File: src/core/csel_pkg.sv
// Constants and carriers for the control source selector.
// Assumes a single 20 MHz clock domain and an AXI4-Lite register bus.
package csel_pkg;

  // Register byte offsets
  localparam logic [3:0] OFF_CFG = 4'h0; // Selection and mode settings
  localparam logic [3:0] OFF_CMD = 4'h4; // Host command bits, one per code
  localparam logic [3:0] OFF_ROUTED = 4'h8; // Routed function levels
  localparam logic [3:0] OFF_FLAG = 4'hC; // Halt and link refusal state

  // Bus responses
  localparam logic [1:0] RESP_OK = 2'h0;
  localparam logic [1:0] RESP_DECERR = 2'h3;

  // Source selection values
  localparam logic SEL_HOST = 1'h0;
  localparam logic SEL_EXT = 1'h1;

  // Mode parameter values
  localparam logic [1:0] REMOTE_MODE_A = 2'h1;
  localparam logic [1:0] REMOTE_MODE_B = 2'h2;
  localparam logic [2:0] OPMODE_PROGRAM = 3'h5;
  localparam logic [2:0] OPMODE_INTERLOCK = 3'h7;
  localparam logic [1:0] STOP_MODE_A = 2'h1;
  localparam logic [1:0] STOP_MODE_B = 2'h3;
  localparam logic COMP_ON = 1'h1;
  localparam logic [1:0] REGEN_CONVERTER = 2'h2;
  localparam logic [1:0] HALT_POL_ANY = 2'h0;
  localparam logic [1:0] HALT_POL_BOTH = 2'h2;

  // Input function codes (bit index in command and terminal words)
  localparam int FC_LOW_SPEED = 0;
  localparam int FC_MID_SPEED = 1;
  localparam int FC_HIGH_SPEED = 2;
  localparam int FC_SECOND_FUNC = 3;
  localparam int FC_THERMAL = 7;
  localparam int FC_FIFTEEN_SPEED = 8;
  localparam int FC_THIRD_FUNC = 9;
  localparam int FC_CONV_RUN = 10;
  localparam int FC_CONV_PFAIL = 11;
  localparam int FC_PANEL_ILK = 12;
  localparam int FC_DC_BRAKE = 13;
  localparam int FC_PID = 14;
  localparam int FC_BRAKE_DONE = 15;
  localparam int FC_PANEL_SWITCH = 16;
  localparam int FC_LOAD_PATTERN = 17;
  localparam int FC_FLUX_VF = 18;
  localparam int FC_TORQUE_HS = 19;
  localparam int FC_S_CURVE = 20;
  localparam int FC_ORIENT = 22;
  localparam int FC_PRE_EXCITE = 23;
  localparam int FC_OUTPUT_HALT = 24;
  localparam int FC_SPARE = 31;
  localparam int FC_COUNT = 32;

  // Configuration register layout, low bit first at the bottom
  typedef struct packed {
    logic interlock_assigned; // [15] Interlock input is assigned
    logic run_enable_assigned; // [14] Run-enable input is assigned
    logic [1:0] halt_polarity_select; // [13:12]
    logic [1:0] regen_converter_select; // [11:10]
    logic multi_speed_compensation; // [9]
    logic [1:0] stop_on_contact_mode; // [8:7]
    logic [2:0] operation_mode_param; // [6:4]
    logic [1:0] remote_setting_mode; // [3:2]
    logic speed_source_select; // [1]
    logic operation_source_select; // [0]
  } csel_cfg_s;

  localparam int CFG_W = 16;
  localparam logic [15:0] CFG_RST = 16'h0000; // Both sources on host
  localparam logic [31:0] CMD_RST = 32'h0000_0000;

endpackage

File: src/core/csel_top.sv
// Control source selector: routes each input function from host or terminals.
// Assumes clk at 20 MHz, synchronous active-high reset, AXI4-Lite master.
//
// Contract
// RL1: Two one-bit selections, 0 host, 1 terminals
// RL2: Thermal relay input always from terminals
// RL3: Codes 10, 11, 12, 16 always from terminals
// RL4: Operation-group codes follow operation source selection
// RL5: PID enable and fifteen-speed follow speed source
// RL6: Remote mode 1/2: remote inputs follow speed source
// RL7: Program mode 5: group inputs blocked, link refused
// RL8: Stop-on-contact 1/3: select0 speed, select1 operation
// RL9: Both-source functions honour host or terminal
// RL10: Unavailable functions ignore both sources
// RL11: Compensation inputs take terminal only when enabled
// RL12: Unassigned converter or interlock forces terminal halt
// RL13: Polarity 0: halt when either request on
// RL14: Polarity 2: run only when both on
// RL15: Setting changes reroute live, no restart
`timescale 1ns/1ns
`default_nettype none

module csel_top (
  input wire logic clk,
  input wire logic reset,
  // AXI4-Lite slave
  input wire logic [3:0] s_axi_awaddr,
  input wire logic s_axi_awvalid,
  output logic s_axi_awready,
  input wire logic [31:0] s_axi_wdata,
  input wire logic [3:0] s_axi_wstrb,
  input wire logic s_axi_wvalid,
  output logic s_axi_wready,
  output logic [1:0] s_axi_bresp,
  output logic s_axi_bvalid,
  input wire logic s_axi_bready,
  input wire logic [3:0] s_axi_araddr,
  input wire logic s_axi_arvalid,
  output logic s_axi_arready,
  output logic [31:0] s_axi_rdata,
  output logic [1:0] s_axi_rresp,
  output logic s_axi_rvalid,
  input wire logic s_axi_rready,
  // Terminal inputs, one per function code, asynchronous
  input wire logic [31:0] term_in,
  // Routed function levels toward the drive
  output logic [31:0] func_out,
  // Drive output halt, high stops output
  output logic output_halt,
  // Host link operation refused
  output logic link_refused
);

  ////////////////////////////////////////////////////////////////////////
  // State

  csel_pkg::csel_cfg_s cfg; // Live settings
  logic [31:0] cmd; // Host command bits
  logic [31:0] term_m; // Synchroniser first stage
  logic [31:0] term_s; // Synchronised terminal levels
  logic [31:0] next_func; // Routed levels before register
  logic next_halt; // Halt before register
  logic wr_go; // Write address and data both present
  logic rd_go; // Read address present

  ////////////////////////////////////////////////////////////////////////
  // Terminal synchroniser

  // Two stages before anything reads the pins
  always_ff @(posedge clk)
  begin
    term_m <= term_in;
    term_s <= term_m;
  end

  ////////////////////////////////////////////////////////////////////////
  // Routing

  // Route one function code from host bit or terminal bit
  function automatic logic route_bit(input int code, input csel_pkg::csel_cfg_s c,
                                     input logic hb, input logic tb);
    logic spd;
    logic opr;
    logic blocked;
    spd = (c.speed_source_select == csel_pkg::SEL_EXT) ? tb : hb; // see RL1
    opr = (c.operation_source_select == csel_pkg::SEL_EXT) ? tb : hb; // see RL1
    blocked = (c.operation_mode_param == csel_pkg::OPMODE_PROGRAM);
    case (code)
      // Fixed to the terminals
      csel_pkg::FC_THERMAL: route_bit = tb; // see RL2
      csel_pkg::FC_CONV_RUN, csel_pkg::FC_CONV_PFAIL, csel_pkg::FC_PANEL_ILK,
      csel_pkg::FC_PANEL_SWITCH: route_bit = tb; // see RL3
      // Speed-source group
      csel_pkg::FC_FIFTEEN_SPEED, csel_pkg::FC_PID: route_bit = spd; // see RL5
      // Operation-source group
      csel_pkg::FC_THIRD_FUNC, csel_pkg::FC_DC_BRAKE, csel_pkg::FC_BRAKE_DONE,
      csel_pkg::FC_LOAD_PATTERN, csel_pkg::FC_FLUX_VF, csel_pkg::FC_TORQUE_HS,
      csel_pkg::FC_S_CURVE, csel_pkg::FC_ORIENT, csel_pkg::FC_PRE_EXCITE:
        route_bit = opr; // see RL4
      // Second function and stop-on-contact select 1 follow operation
      csel_pkg::FC_SECOND_FUNC: route_bit = opr; // see RL8
      // Multi-speed, remote and stop-on-contact select 0
      csel_pkg::FC_LOW_SPEED, csel_pkg::FC_MID_SPEED, csel_pkg::FC_HIGH_SPEED:
      begin
        if (blocked)
        begin
          // Program group inputs taken from neither side
          route_bit = 1'b0; // see RL7
        end
        else if (c.speed_source_select == csel_pkg::SEL_EXT)
        begin
          // Remote setting and stop-on-contact follow speed source
          route_bit = tb; // see RL6 RL8
        end
        else if (code == csel_pkg::FC_LOW_SPEED &&
                 (c.stop_on_contact_mode == csel_pkg::STOP_MODE_A ||
                  c.stop_on_contact_mode == csel_pkg::STOP_MODE_B))
        begin
          // Stop-on-contact select 0 from host only, terminal never mixed in
          route_bit = hb; // see RL8
        end
        else if (c.remote_setting_mode == csel_pkg::REMOTE_MODE_A ||
                 c.remote_setting_mode == csel_pkg::REMOTE_MODE_B)
        begin
          // Remote setting from host only
          route_bit = hb; // see RL6
        end
        else
        begin
          // Host speeds, terminal adds in only with compensation on
          route_bit = hb | ((c.multi_speed_compensation == csel_pkg::COMP_ON) & tb); // see RL11
        end
      end
      // Anything else is unavailable from both sides
      default: route_bit = 1'b0; // see RL10
    endcase
  endfunction

  // One router per function code, reading live settings
  for (genvar i = 0; i < csel_pkg::FC_COUNT; i++)
  begin : g_route
    assign next_func[i] = route_bit(i, cfg, cmd[i], term_s[i]); // see RL15
  end

  // Output halt merge
  always_comb
  begin
    next_halt = 1'b0;
    if ((cfg.regen_converter_select == csel_pkg::REGEN_CONVERTER && !cfg.run_enable_assigned) ||
        (cfg.operation_mode_param == csel_pkg::OPMODE_INTERLOCK && !cfg.interlock_assigned) ||
        cfg.operation_source_select == csel_pkg::SEL_EXT)
    begin
      // Terminal only
      next_halt = term_s[csel_pkg::FC_OUTPUT_HALT]; // see RL12
    end
    else if (cfg.halt_polarity_select == csel_pkg::HALT_POL_BOTH)
    begin
      // Run only while both are on
      next_halt = !(cmd[csel_pkg::FC_OUTPUT_HALT] & term_s[csel_pkg::FC_OUTPUT_HALT]); // see RL14
    end
    else
    begin
      // Either side stops output
      next_halt = cmd[csel_pkg::FC_OUTPUT_HALT] | term_s[csel_pkg::FC_OUTPUT_HALT]; // see RL9 RL13
    end
  end

  // Registered drive-facing outputs
  always_ff @(posedge clk)
  begin
    if (reset)
    begin
      func_out <= 32'h0000_0000;
      output_halt <= 1'b0;
      link_refused <= 1'b0;
    end
    else
    begin
      func_out <= next_func;
      output_halt <= next_halt;
      link_refused <= (cfg.operation_mode_param == csel_pkg::OPMODE_PROGRAM); // see RL7
    end
  end

  ////////////////////////////////////////////////////////////////////////
  // AXI4-Lite write channel

  assign wr_go = s_axi_awvalid && s_axi_wvalid && !s_axi_awready && !s_axi_bvalid;

  // Accept address and data together, then answer
  always_ff @(posedge clk)
  begin
    if (reset)
    begin
      s_axi_awready <= 1'b0;
      s_axi_wready <= 1'b0;
      s_axi_bvalid <= 1'b0;
      s_axi_bresp <= csel_pkg::RESP_OK;
    end
    else
    begin
      s_axi_awready <= wr_go;
      s_axi_wready <= wr_go;
      if (s_axi_awready)
      begin
        // Taken this edge
        s_axi_bvalid <= 1'b1;
        s_axi_bresp <= (s_axi_awaddr == csel_pkg::OFF_CFG || s_axi_awaddr == csel_pkg::OFF_CMD)
                       ? csel_pkg::RESP_OK : csel_pkg::RESP_DECERR;
      end
      else if (s_axi_bready)
      begin
        // Response consumed
        s_axi_bvalid <= 1'b0;
      end
    end
  end

  // Settings and host commands, byte lanes honoured
  always_ff @(posedge clk)
  begin
    if (reset)
    begin
      cfg <= csel_pkg::CFG_RST; // see RL1
      cmd <= csel_pkg::CMD_RST;
    end
    else if (s_axi_awready)
    begin
      for (int b = 0; b < 4; b++)
      begin
        if (s_axi_wstrb[b] && s_axi_awaddr == csel_pkg::OFF_CMD)
        begin
          cmd[b*8 +: 8] <= s_axi_wdata[b*8 +: 8];
        end
      end
      // Only the two low lanes exist in the settings word, so no slice runs past it
      for (int b = 0; b < 2; b++)
      begin
        if (s_axi_wstrb[b] && s_axi_awaddr == csel_pkg::OFF_CFG)
        begin
          cfg[b*8 +: 8] <= s_axi_wdata[b*8 +: 8]; // see RL15
        end
      end
    end
  end

  ////////////////////////////////////////////////////////////////////////
  // AXI4-Lite read channel

  assign rd_go = s_axi_arvalid && !s_axi_arready && !s_axi_rvalid;

  // One read at a time, data registered with the answer
  always_ff @(posedge clk)
  begin
    if (reset)
    begin
      s_axi_arready <= 1'b0;
      s_axi_rvalid <= 1'b0;
      s_axi_rdata <= 32'h0000_0000;
      s_axi_rresp <= csel_pkg::RESP_OK;
    end
    else
    begin
      s_axi_arready <= rd_go;
      if (s_axi_arready)
      begin
        s_axi_rvalid <= 1'b1;
        s_axi_rresp <= csel_pkg::RESP_OK;
        case (s_axi_araddr)
          csel_pkg::OFF_CFG: s_axi_rdata <= {16'h0000, cfg};
          csel_pkg::OFF_CMD: s_axi_rdata <= cmd;
          csel_pkg::OFF_ROUTED: s_axi_rdata <= func_out;
          csel_pkg::OFF_FLAG: s_axi_rdata <= {30'h0000_0000, link_refused, output_halt};
          default:
          begin
            // Unmapped reads zero with decode error
            s_axi_rdata <= 32'h0000_0000;
            s_axi_rresp <= csel_pkg::RESP_DECERR;
          end
        endcase
      end
      else if (s_axi_rready)
      begin
        s_axi_rvalid <= 1'b0;
      end
    end
  end
endmodule // csel_top

`default_nettype wire

File: config.mk
export PLATFORM = sky130hd
export DESIGN_NAME = csel_top
export DESIGN_NICKNAME = d
export VERILOG_FILES = /design/src/core/csel_pkg.sv /design/src/core/csel_top.sv
export SDC_FILE = /design/constraint.sdc
export NUM_CORES = 1
export LEC_CHECK = 0
export BUFFER_PORTS_ARGS = -buffer_cell sky130_fd_sc_hd__buf_2
export CAP_MARGIN = 0
export CORE_ASPECT_RATIO = 0.5
export CORE_MARGIN = 1.5
export CORE_UTILIZATION = 50
export DETAILED_ROUTE_END_ITERATION = 10
export PLACE_DENSITY = 0.74
export SLEW_MARGIN = 20
export SYNTH_ARGS = -nofsm -noshare
export SYNTH_HDL_FRONTEND = slang
export SYNTH_SLANG_ARGS = --single-unit
File: constraint.sdc
create_clock -name clk -period 2.2 [get_ports clk]
set_clock_uncertainty 0.1 [all_clocks]
set_input_delay 0.11 -clock clk [delete_from_list [all_inputs] [get_ports clk]]
set_output_delay 0.11 -clock clk [all_outputs]
set_load 0.05 [all_outputs]
==> key figures, run 1 <==
Status
  • Status: finished clean

Pwr
  • Lkg Pwr: 2.94 nW
  • Pwr Total: 6.20 mW
  • Pwr/cell area: 882 nW/um2
  • Peak supply drop: 0.613 mV

Die
  • Die height: 74.6 um
  • # IOs: 158
  • Die width: 146 um
  • Core area: 9700 um2
  • Die ar.: 10,900 um2
  • FP Rows: 25
  • Initial core utilization: 52.9%

STA
  • Worst-Margin Slew: 1.11 ns
  • Max_slew headroom: 25.3%
  • Max-slew violations: 0
  • Final setup violation count: 0
  • Hold Fails Final Rpt: 0
  • Final period util: 90.0%
  • Fmax: 505 MHz
  • Time the worst path needs with I/O delays and setup: 1.98 ns

Synthesis
  • Async SR Flop Fraction: 0%
  • Post-synth EDFFs: 0
  • Synth top area share: 58.6%
  • Mapped cell area: 5120 um2
  • Syn Area/Cell: 9.97 um2
  • Post-synth top area cell: dfxtp_1
  • Largest cells by area after synthesis: dfxtp_1 59%, mux2i_1 7.0%, nand2_1 5.7%, a21oi_1 4.5%, nor2_1 3.7%
  • Synth Register Bits: 150
  • Sequential area share after synthesis: 58.6%
  • Yosys cell types: 41
  • Count leader, synth: dfxtp_1
  • Commonest cells post-synth: 150 x dfxtp_1, 78 x nand2_1, 50 x nor2_1, 46 x a21oi_1, 36 x mux2i_1
  • Synth Flop Type: dfxtp_1
  • Cells after Synth: 514
  • Yosys Warn Count: 0

Worst setup path
  • Worst-path maximum fanout: 8
  • CP Capture Type: register
  • WP data arrival: 2.22 ns
  • Setup crit start kind: register
  • Worst Setup Path Type: reg2reg
  • WP data required: 2.44 ns

Drt
  • First drt pass iteration count: 5
  • DRT iter0 DRCs: 188
  • Avg WL per Cell: 14.9 um
  • Detailed-route via count: 4,198
  • Post-route ant nets: 0
  • Residual DRC: 0
  • Post-detailed-routing wire length: 12,700 um
  • Routed vias/inst: 4.95

Finish
  • Area grow syn2layout: 37.0%
  • Share of layout cells above drive strength 1: 26.2%
  • Ant diodes: 0
  • Fin area: 7020 um2
  • Nets: 783

Global route
  • All-Layer GR Usage: 24.1%
  • Number of global-route vias before repair: 4,180
  • Largest net degree at the start of global routing: 49
  • Gr ovfl total: 0
  • Initial antenna violation count: 1
  • First-pass GRT wire length: 20,200 um

Clock tree
  • Clk root buf: clkbuf_16
  • Maximum clock path buffer count: 2
  • CTS tree: yes
  • CTS H-Tree Depth: 4
  • TritonCTS Buffers: 17
  • TritonCTS Sinks: 150
  • Post-CTS setup buffers: 0
  • Later-pin clock latency in the skew report: 0.41 ns
  • Clk slew on worst S/H paths: 0.06 ns

Place
  • Post-DP HPWL: 7860 um
  • Placer Congestion: 0.771
  • Cell Area, Placed: 5820 um2
  • Port buffer count: 134

Hold path
  • Type of the worst min-delay path: in2reg

Run
  • Maxcap violations: 0
cell families after synthesis:
family                 Yosys count  share of synthesized area, %
AO/OA/AOI/OAI                   94                          11.1
XOR/XNOR                         1                         0.171
buffers and inverters           49                          5.25
flip-flops                     150                          58.6
multiplexers                    44                          9.23
other                            1                        0.0732
AND/OR/NAND/NOR                175                          15.6
critical path: stages, from the launching register on:
cell and delay, ns:
dfxtp_1 0.40, nor4b_2 0.55, buf_4 0.26, and3_1 0.37, nand2_1 0.09, a21oi_1 0.13
registers in the layout, summed over array words and instances (netlist names):
signal	flops
output_halt	1
s_axi_rresp	1
s_axi_rvalid	1
cmd	32
s_axi_bresp	1
func_out	20
term_s	21
s_axi_rdata	32
s_axi_bvalid	1
s_axi_arready	1
term_m	21
link_refused	1
cfg	16
s_axi_wready	1
through the flow:
stage	instances	hold slack [ns]	setup WS [ns]	TNS (ns)	utilization (%)
CTS	848	0.0965	0.165	0	72.4
floorplan	525	0.0377	0.261	0	-
finish	848	0.111	0.220	0	72.4
global placement	758	0.112	0.237	0	60.0
detailed placement	758	0.114	0.179	0	60.0
global route	848	0.130	-0.0124	-0.0124	72.4
layout make-up:
class | count | area, um2
inverter | 5 | 18.8
multi-input combinational | 326 | 1900
clock inverter | 13 | 171
fill | 720 | 2670
timing repair buffer | 200 | 1310
clock buffer | 19 | 453
sequential | 150 | 3000
tap | 135 | 169
placed cells by master (no fill, tap or decap), types with 3 or more instances in the layout:
master,Yosys,layout
clkbuf_16,0,17
nor3_1,8,8
a22oi_1,22,22
buf_2,11,134
inv_1,4,4
dlygate4sd3_1,0,58
buf_4,17,8
nand2_1,78,78
mux2i_1,36,36
mux2_2,6,6
a21oi_1,46,46
dfxtp_1,150,150
o21ai_1,11,11
nor2_1,50,50
inv_6,0,3
o2bb2ai_1,7,7
o21ai_0,3,3
conb_1,1,12
nand3b_1,3,3
nor2b_1,16,16
clkinv_4,0,4
bufinv_16,0,3
path summary, 6_finish.rpt:
check / startpoint / to / slack (ns) / depth (start not counted)
worst max register to register: s_axi_wready / cmd[16] / 0.22 / 5
worst min-delay path: s_axi_araddr[3] / s_axi_rdata[13] / 0.11 / 4
worst max-delay path: s_axi_wready / cmd[16] / 0.22 / 5
worst min register to register: term_m[24] / term_s[24] / 0.22 / 0
repair_timing:
| item | in CTS | in global routing |
|---|---|---|
| resized for setup | 0 | 2 |
| hold buffers | 58 | 0 |
| setup endpoints to repair | 0 | 10 |
| hold endpoints to repair | 73 | 0 |
routing by layer:
layer  vias up  track usage (%)  wire [um]
li1       2097                -          -
met1      1980             28.7       5690
met2       108             42.2       6220
met3        13             6.32        616
met4         0             10.5        147
met5         -                0          0
report_power, final:
| part | switching, mW | total (mW) | internal [mW] |
|---|---|---|---|
| clock | 1.16 | 3.02 | 1.86 |
| sequential | 0.0216 | 2.79 | 2.77 |
| combinational | 0.228 | 0.381 | 0.153 |
| total | 1.41 | 6.20 | 4.79 |
(Power assumes the default switching activity.)
==> run 2: changes to the inputs <==
--- a/config.mk
+++ b/config.mk
@@ -8,7 +8,7 @@
 export BUFFER_PORTS_ARGS = -buffer_cell sky130_fd_sc_hd__buf_2
 export CAP_MARGIN = 0
 export CORE_ASPECT_RATIO = 0.5
-export CORE_MARGIN = 1.5
+export CORE_MARGIN = 4
 export CORE_UTILIZATION = 50
 export DETAILED_ROUTE_END_ITERATION = 10
 export PLACE_DENSITY = 0.74
==> run 2 against run 1 <==
Net effect: power up 2.7%; via count increased by 0.43%; first-iteration DRC count is 25% higher; cell count is 0.12% higher; count of clock-buffer cells in the layout decreased by 2; hold slack worse by 0.020 ns; sequential share of layout area shrank 0.19 points; non-clock buffer count rose by 1; critical path type unchanged; largest power group unchanged.
==> key figures, run 2 (synthesis gave the netlist of run 1 again) <==
Status
  • Status: finished clean (unchanged)

Worst setup path
  • CP cell instances: nor4b_2 -> and3_1 -> mux2i_1 -> nor2_1 (was nor4b_2 -> buf_4 -> and3_1 -> nand2_1 -> a21oi_1)
  • Worst Setup Path Type: reg2reg (unchanged)
  • Worst-path maximum fanout: 8 (unchanged)
  • Setup crit start kind: register (unchanged)
  • Slowest-stage cell, CP: and3_1 (was nor4b_2)
  • WP data required: 2.38 ns (was 2.44 ns)
  • Slowest Stage Delay on Critical Path: 0.59 ns (was 0.55 ns)
  • WP data arrival: 2.26 ns (was 2.22 ns)
  • Worst reg2reg startpoint: s_axi_wready (unchanged)
  • CP Buf/Inv Count: 0 (was 1)
  • Worst Setup SP: s_axi_wready (unchanged)
  • CP delay by family, top: simple AND/OR/NAND/NOR gates (unchanged)
  • CP Capture Type: register (unchanged)

Clock tree
  • CTS tree: yes (unchanged)
  • Clk slew on worst S/H paths: 0.06 ns (about the same)
  • Clk root buf: clkbuf_16 (unchanged)
  • CTS H-Tree Depth: 4 (unchanged)
  • TritonCTS Sinks: 150 (unchanged)
  • Later-pin clock latency in the skew report: 0.41 ns (about the same)
  • Maximum clock path buffer count: 2 (unchanged)
  • TritonCTS Buffers: 17 (unchanged)
  • CTS resizes: 0 (unchanged)

Global route
  • First-pass GRT wire length: 20,400 um (was 20,200 um)
  • Largest net degree at the start of global routing: 43 (was 49)
  • Initial antenna violation count: 1 (unchanged)
  • GRT met3 Usage: 5.62% (was 6.32%)
  • Met2 usage: 37.3% (was 42.2%)
  • Most Crowded Layer GR: met2 (unchanged)
  • All-Layer GR Usage: 22.0% (was 24.1%)
  • Number of global-route vias before repair: 4,141 (was 4,180)
  • Met1 Usage GRT: 27.1% (was 28.7%)
  • Gr ovfl total: 0 (unchanged)

Finish
  • Non-filler cells, final: 849 (was 848)
  • Area grow syn2layout: 37.6% (was 37.0%)
  • Ant diodes: 0 (unchanged)
  • Largest regs: cmd (32), s_axi_rdata (32) (unchanged)
  • Commonest cells after routing, fill and taps aside: 150 x dfxtp_1, 134 x buf_2, 78 x nand2_1 (unchanged)
  • Nets: 784 (was 783)
  • Post-layout util: 72.7% (was 72.4%)
  • Share of layout cells above drive strength 1: 26.1% (was 26.2%)
  • Commonest non-fill, non-tap cell in the layout: dfxtp_1 (unchanged)

Drt
  • Detailed-route via count: 4,216 (was 4,198)
  • Post-route ant nets: 0 (unchanged)
  • Avg WL per Cell: 15.4 um (was 14.9 um)
  • DRT iter0 DRCs: 235 (was 188)
  • Post-detailed-routing wire length: 13,100 um (was 12,700 um)
  • Residual DRC: 0 (unchanged)
  • First drt pass iteration count: 4 (was 5)
  • Routed vias/inst: 4.97 (was 4.95)

Pwr
  • Seq pwr share: 43.9% (was 45.1%)
  • Pwr/cell area: 902 nW/um2 (was 882 nW/um2)
  • Clk pwr share: 50.1% (was 48.8%)
  • Combinational group share of total power: 6.1% (was 6.2%)
  • Internal: 4.95 mW (was 4.79 mW)
  • Net Sw Power: 1.41 mW (about the same)
  • Lkg Pwr: 2.96 nW (was 2.94 nW)
  • Switching portion of total power: 22.2% (was 22.7%)
  • Pwr Total: 6.36 mW (was 6.20 mW)
  • Peak supply drop: 0.536 mV (was 0.613 mV)

Run
  • Maxcap violations: 0 (unchanged)

Die
  • Die ar.: 12,000 um2 (was 10,900 um2)
  • Die width: 151 um (was 146 um)
  • FP Rows: 25 (unchanged)
  • Core area: 9700 um2 (unchanged)
  • # IOs: 158 (unchanged)
  • Initial core utilization: 52.9% (unchanged)
  • Die height: 79.6 um (was 74.6 um)

STA
  • Worst-Margin Slew: 1.09 ns (was 1.11 ns)
  • Time the worst path needs with I/O delays and setup: 2.08 ns (was 1.98 ns)
  • Unrepaired setup endpoints after global routing: false
  • Setup_tns: 0 ns (unchanged)
  • Max-slew violations: 0 (unchanged)
  • Fmax: 482 MHz (was 505 MHz)
  • Final period util: 94.4% (was 90.0%)
  • Final setup violation count: 0 (unchanged)
  • Hold Fails Final Rpt: 0 (unchanged)
  • Max_slew headroom: 26.6% (was 25.3%)

Hold path
  • Worst hold start: reset (was s_axi_araddr[3])
  • Type of the worst min-delay path: in2reg (unchanged)

Place
  • Post-DP HPWL: 8130 um (was 7860 um)
  • Port buffer count: 134 (unchanged)
  • Placed instance count: 759 (was 758)
  • Placer Congestion: 0.779 (was 0.771)
run 2: cell count changes in the layout (fill, tap and decap cells not counted), sizes merged:
cell	delta
clkinvlp	-1
clkbuf	-2
bufinv	+2
clkinv	+1
buf	+1
run 2: layout make-up:
type | instances | area [um2]
flip-flops and latches | 150 | 3000
fillers | 694 | 2640
multi-input cells | 326 | 1890
repair buffers | 201 | 1320
clock buffers | 17 | 425
clock inverters | 15 | 225
well taps | 135 | 169
inverters | 5 | 18.8
run 2: worst paths after layout:
kind	end	slack [ns]	depth (start not counted)
max reg2reg	cmd[8]	0.12	4
min	s_axi_rdata[25]	0.09	3
min reg2reg	term_s[17]	0.23	0
max	cmd[8]	0.12	4
run 2: power groups by stage:
stage / Clock, mW / Sequential (mW) / Combinational [mW]
2_1_floorplan: 0 / 2.89 / 0.158
4_1_cts: 3.21 / 2.79 / 0.381
5_1_grt: 3.35 / 2.80 / 0.410
3_5_place_dp: 0 / 2.85 / 0.299
6_report: 3.18 / 2.79 / 0.386
3_3_place_gp: 0 / 2.85 / 0.297
run 2: per-stage QoR:
step	setup slack, ns	hold WS (ns)	instance area (um2)
3_5_place_dp	0.197	0.114	5820
5_1_grt	0.0222	0.107	7050
2_1_floorplan	0.261	0.0377	5170
4_1_cts	0.126	0.0791	7050
6_report	0.124	0.0909	7050
3_3_place_gp	0.256	0.112	5820
run 2: timing repair:
| action | 4_1_cts | 5_1_grt |
|---|---|---|
| hold buffers | 58 | 0 |
| hold endpoints to repair | 73 | 0 |
| setup buffers | 0 | 0 |
run 2: tightest hold or removal path: stages:
cell    delay [ns]
buf_2         0.12
buf_4         0.22
nor2_1        0.11
run 2: routing by layer:
metal  part of all wire, %  vias to the layer above
met2                    50                      124
met3                   5.3                       19
met5                 0.053                        -
met4                   1.5                        2
li1                      -                     2094
met1                    44                     1977
==> run 3: changes to the inputs <==
==> constraint.sdc (replaced) <==
create_clock -name clk -period 2.1 [get_ports clk]
set_clock_uncertainty 0.1 [all_clocks]
set_input_delay 0.105 -clock clk [delete_from_list [all_inputs] [get_ports clk]]
set_output_delay 0.105 -clock clk [all_outputs]
set_load 0.05 [all_outputs]
==> run 3 against run 2 <==
Net effect: core utilization down 0.19 points; routed wire length fell by 1.3%; first-iteration DRC count decreased by 7.2%; combinational power increased by 5.4%; register-to-register slack improved by 0.27 ns; maximum frequency rose by 21%; sequential cell count unchanged; largest power group unchanged; largest cell class unchanged; setup slack better by 0.27 ns; clock power is 6% lower; critical path type unchanged.
==> key figures, run 3 (synthesis gave the netlist of run 1 again) <==
Worst setup path
  • Slowest Stage Delay on Critical Path: 0.40 ns (was 0.59 ns)
  • WP data required: 2.29 ns (was 2.38 ns)
  • Worst-path maximum fanout: 11 (was 8)
  • WP data arrival: 1.90 ns (was 2.26 ns)
  • Slowest-stage cell, CP: dfxtp_1 (was and3_1)
  • Worst Setup Path Type: reg2reg (unchanged)
  • R2R Setup Slk: 0.39 ns (was 0.12 ns)
  • Worst reg2reg startpoint: s_axi_wready (unchanged)
  • CP Capture Type: register (unchanged)
  • Worst Setup SP: s_axi_wready (unchanged)
  • Critical Path Most Common Cell: buf_4
  • CP cell instances: nor4b_2 -> buf_4 -> and3_1 -> buf_4 -> mux2i_1 -> nor2_1 (was nor4b_2 -> and3_1 -> mux2i_1 -> nor2_1)
  • Setup crit start kind: register (unchanged)

Pwr
  • Pwr Total: 6.33 mW (was 6.36 mW)
  • Seq pwr share: 46.2% (was 43.9%)
  • Peak supply drop: 0.582 mV (was 0.536 mV)
  • Clk pwr share: 47.3% (was 50.1%)
  • Internal: 4.93 mW (was 4.95 mW)
  • Pwr/cell area: 899 nW/um2 (was 902 nW/um2)
  • Net Sw Power: 1.40 mW (was 1.41 mW)
  • Combinational group share of total power: 6.4% (was 6.1%)
  • Lkg Pwr: 2.96 nW (about the same)
  • Switching portion of total power: 22.1% (was 22.2%)

Global route
  • All-Layer GR Usage: 22.5% (was 22.0%)
  • Initial antenna violation count: 1 (unchanged)
  • First-pass GRT wire length: 20,900 um (was 20,400 um)
  • Gr ovfl total: 0 (unchanged)
  • Largest net degree at the start of global routing: 26 (was 43)
  • Number of global-route vias before repair: 4,191 (was 4,141)

Die
  • Die width: 151 um (unchanged)
  • Core area: 9700 um2 (unchanged)
  • Die height: 79.6 um (unchanged)
  • # IOs: 158 (unchanged)
  • Initial core utilization: 52.9% (unchanged)
  • Die ar.: 12,000 um2 (unchanged)
  • FP Rows: 25 (unchanged)

Drt
  • First drt pass iteration count: 4 (unchanged)
  • Detailed-route via count: 4,224 (was 4,216)
  • Post-detailed-routing wire length: 12,900 um (was 13,100 um)
  • DRT iter0 DRCs: 218 (was 235)
  • Post-route ant nets: 0 (unchanged)
  • Routed vias/inst: 4.95 (was 4.97)
  • Residual DRC: 0 (unchanged)
  • Avg WL per Cell: 15.1 um (was 15.4 um)

Finish
  • Share of layout cells above drive strength 1: 26.6% (was 26.1%)
  • Commonest non-fill, non-tap cell in the layout: dfxtp_1 (unchanged)
  • Ant diodes: 0 (unchanged)
  • Area grow syn2layout: 37.3% (was 37.6%)
  • Largest regs: cmd (32), s_axi_rdata (32) (unchanged)
  • Commonest cells after routing, fill and taps aside: 150 x dfxtp_1, 134 x buf_2, 78 x nand2_1 (unchanged)
  • Nets: 789 (was 784)
  • Post-layout util: 72.6% (was 72.7%)

Clock tree
  • Post-CTS setup buffers: 0 (unchanged)
  • Maximum clock path buffer count: 2 (unchanged)
  • TritonCTS Buffers: 17 (unchanged)
  • CTS Hold Bufs: 58 (unchanged)
  • Clk root buf: clkbuf_16 (unchanged)
  • Clk slew on worst S/H paths: 0.06 ns (about the same)
  • TritonCTS Sinks: 150 (unchanged)
  • Later-pin clock latency in the skew report: 0.41 ns (about the same)
  • CTS resizes: 0 (unchanged)
  • CTS tree: yes (unchanged)
  • CTS H-Tree Depth: 4 (unchanged)

Place
  • DP Worst Slack: 0.438 ns (was 0.197 ns)
  • Post-DP HPWL: 8410 um (was 8130 um)
  • Placer Congestion: 0.774 (was 0.779)
  • Port buffer count: 134 (unchanged)

STA
  • Final WS setup: 0.391 ns (was 0.124 ns)
  • Max_slew headroom: 55.7% (was 26.6%)
  • Final period util: 81.4% (was 94.4%)
  • Final hold slack: 0.0750 ns (was 0.0909 ns)
  • Max-slew violations: 0 (unchanged)
  • Time the worst path needs with I/O delays and setup: 1.71 ns (was 2.08 ns)
  • Unrepaired setup endpoints after global routing: false (unchanged)
  • Final setup violation count: 0 (unchanged)
  • Fmax: 585 MHz (was 482 MHz)
  • Hold Fails Final Rpt: 0 (unchanged)
  • Setup_tns: 0 ns (unchanged)
  • Worst-Margin Slew: 0.663 ns (was 1.09 ns)

Hold path
  • Worst hold start: s_axi_araddr[0] (was reset)
  • Type of the worst min-delay path: in2reg (unchanged)

Status
  • Status: finished clean (unchanged)

Run
  • Maxcap violations: 0 (unchanged)
==> run 3: changes by cell type in the layout (fill, tap and decap cells not counted), sizes merged <==
| cell | change |
|---|---|
| buf | +5 |
| inv | -3 |
| bufinv | -2 |
| clkinv | +2 |
| clkinvlp | +2 |
| clkbuf | +1 |
==> run 3: area by class of cell <==
type / count / area, um2
Sequential cell: 150 / 3000
Clock inverter: 14 / 160
Timing Repair Buffer: 206 / 1360
Tap cell: 135 / 169
Inverter: 5 / 18.8
Fill cell: 734 / 2660
Multi-Input combinational cell: 326 / 1900
Clock buffer: 18 / 429
==> run 3: final timing paths <==
| check | end | cells after the start |
|---|---|---|
| hold / removal | s_axi_rdata[12] | 4 |
| hold reg to reg | term_s[24] | 0 |
| setup / recovery | cmd[10] | 6 |
| setup reg to reg | cmd[10] | 6 |
==> run 3: power by group through the flow <==
| stage | Sequential (mW) | Combinational [mW] | Clock (mW) |
|---|---|---|---|
| 4_1_cts | 2.93 | 0.402 | 3.04 |
| 5_1_grt | 2.93 | 0.435 | 3.20 |
| 3_5_place_dp | 2.99 | 0.317 | 0 |
| 3_3_place_gp | 2.99 | 0.314 | 0 |
| 2_1_floorplan | 3.03 | 0.165 | 0 |
| 6_report | 2.93 | 0.407 | 2.99 |
==> run 3: stage by stage <==
step	std cells	instance area, um2
after floorplan	525	5170
after global placement	764	5860
after detailed placement	764	5860
after CTS	854	7030
after global routing	854	7040
final	854	7040
==> run 3: critical path, delay by kind of cell, from the launching register on <==
kind / cells / cell delay [ns]
simple gates: 3 / 0.44
buf+inv: 2 / 0.42
flops: 1 / 0.40
mux: 1 / 0.22
==> run 3: per-layer routing <==
layer  part of all wire, %  global-route usage, %  up-vias
met5                 0.054                      0        -
met2                    49                   37.5      137
met1                    42                   27.6     1967
met3                   6.8                   6.98       23
met4                   2.0                   8.05        2
li1                      -                      -     2095
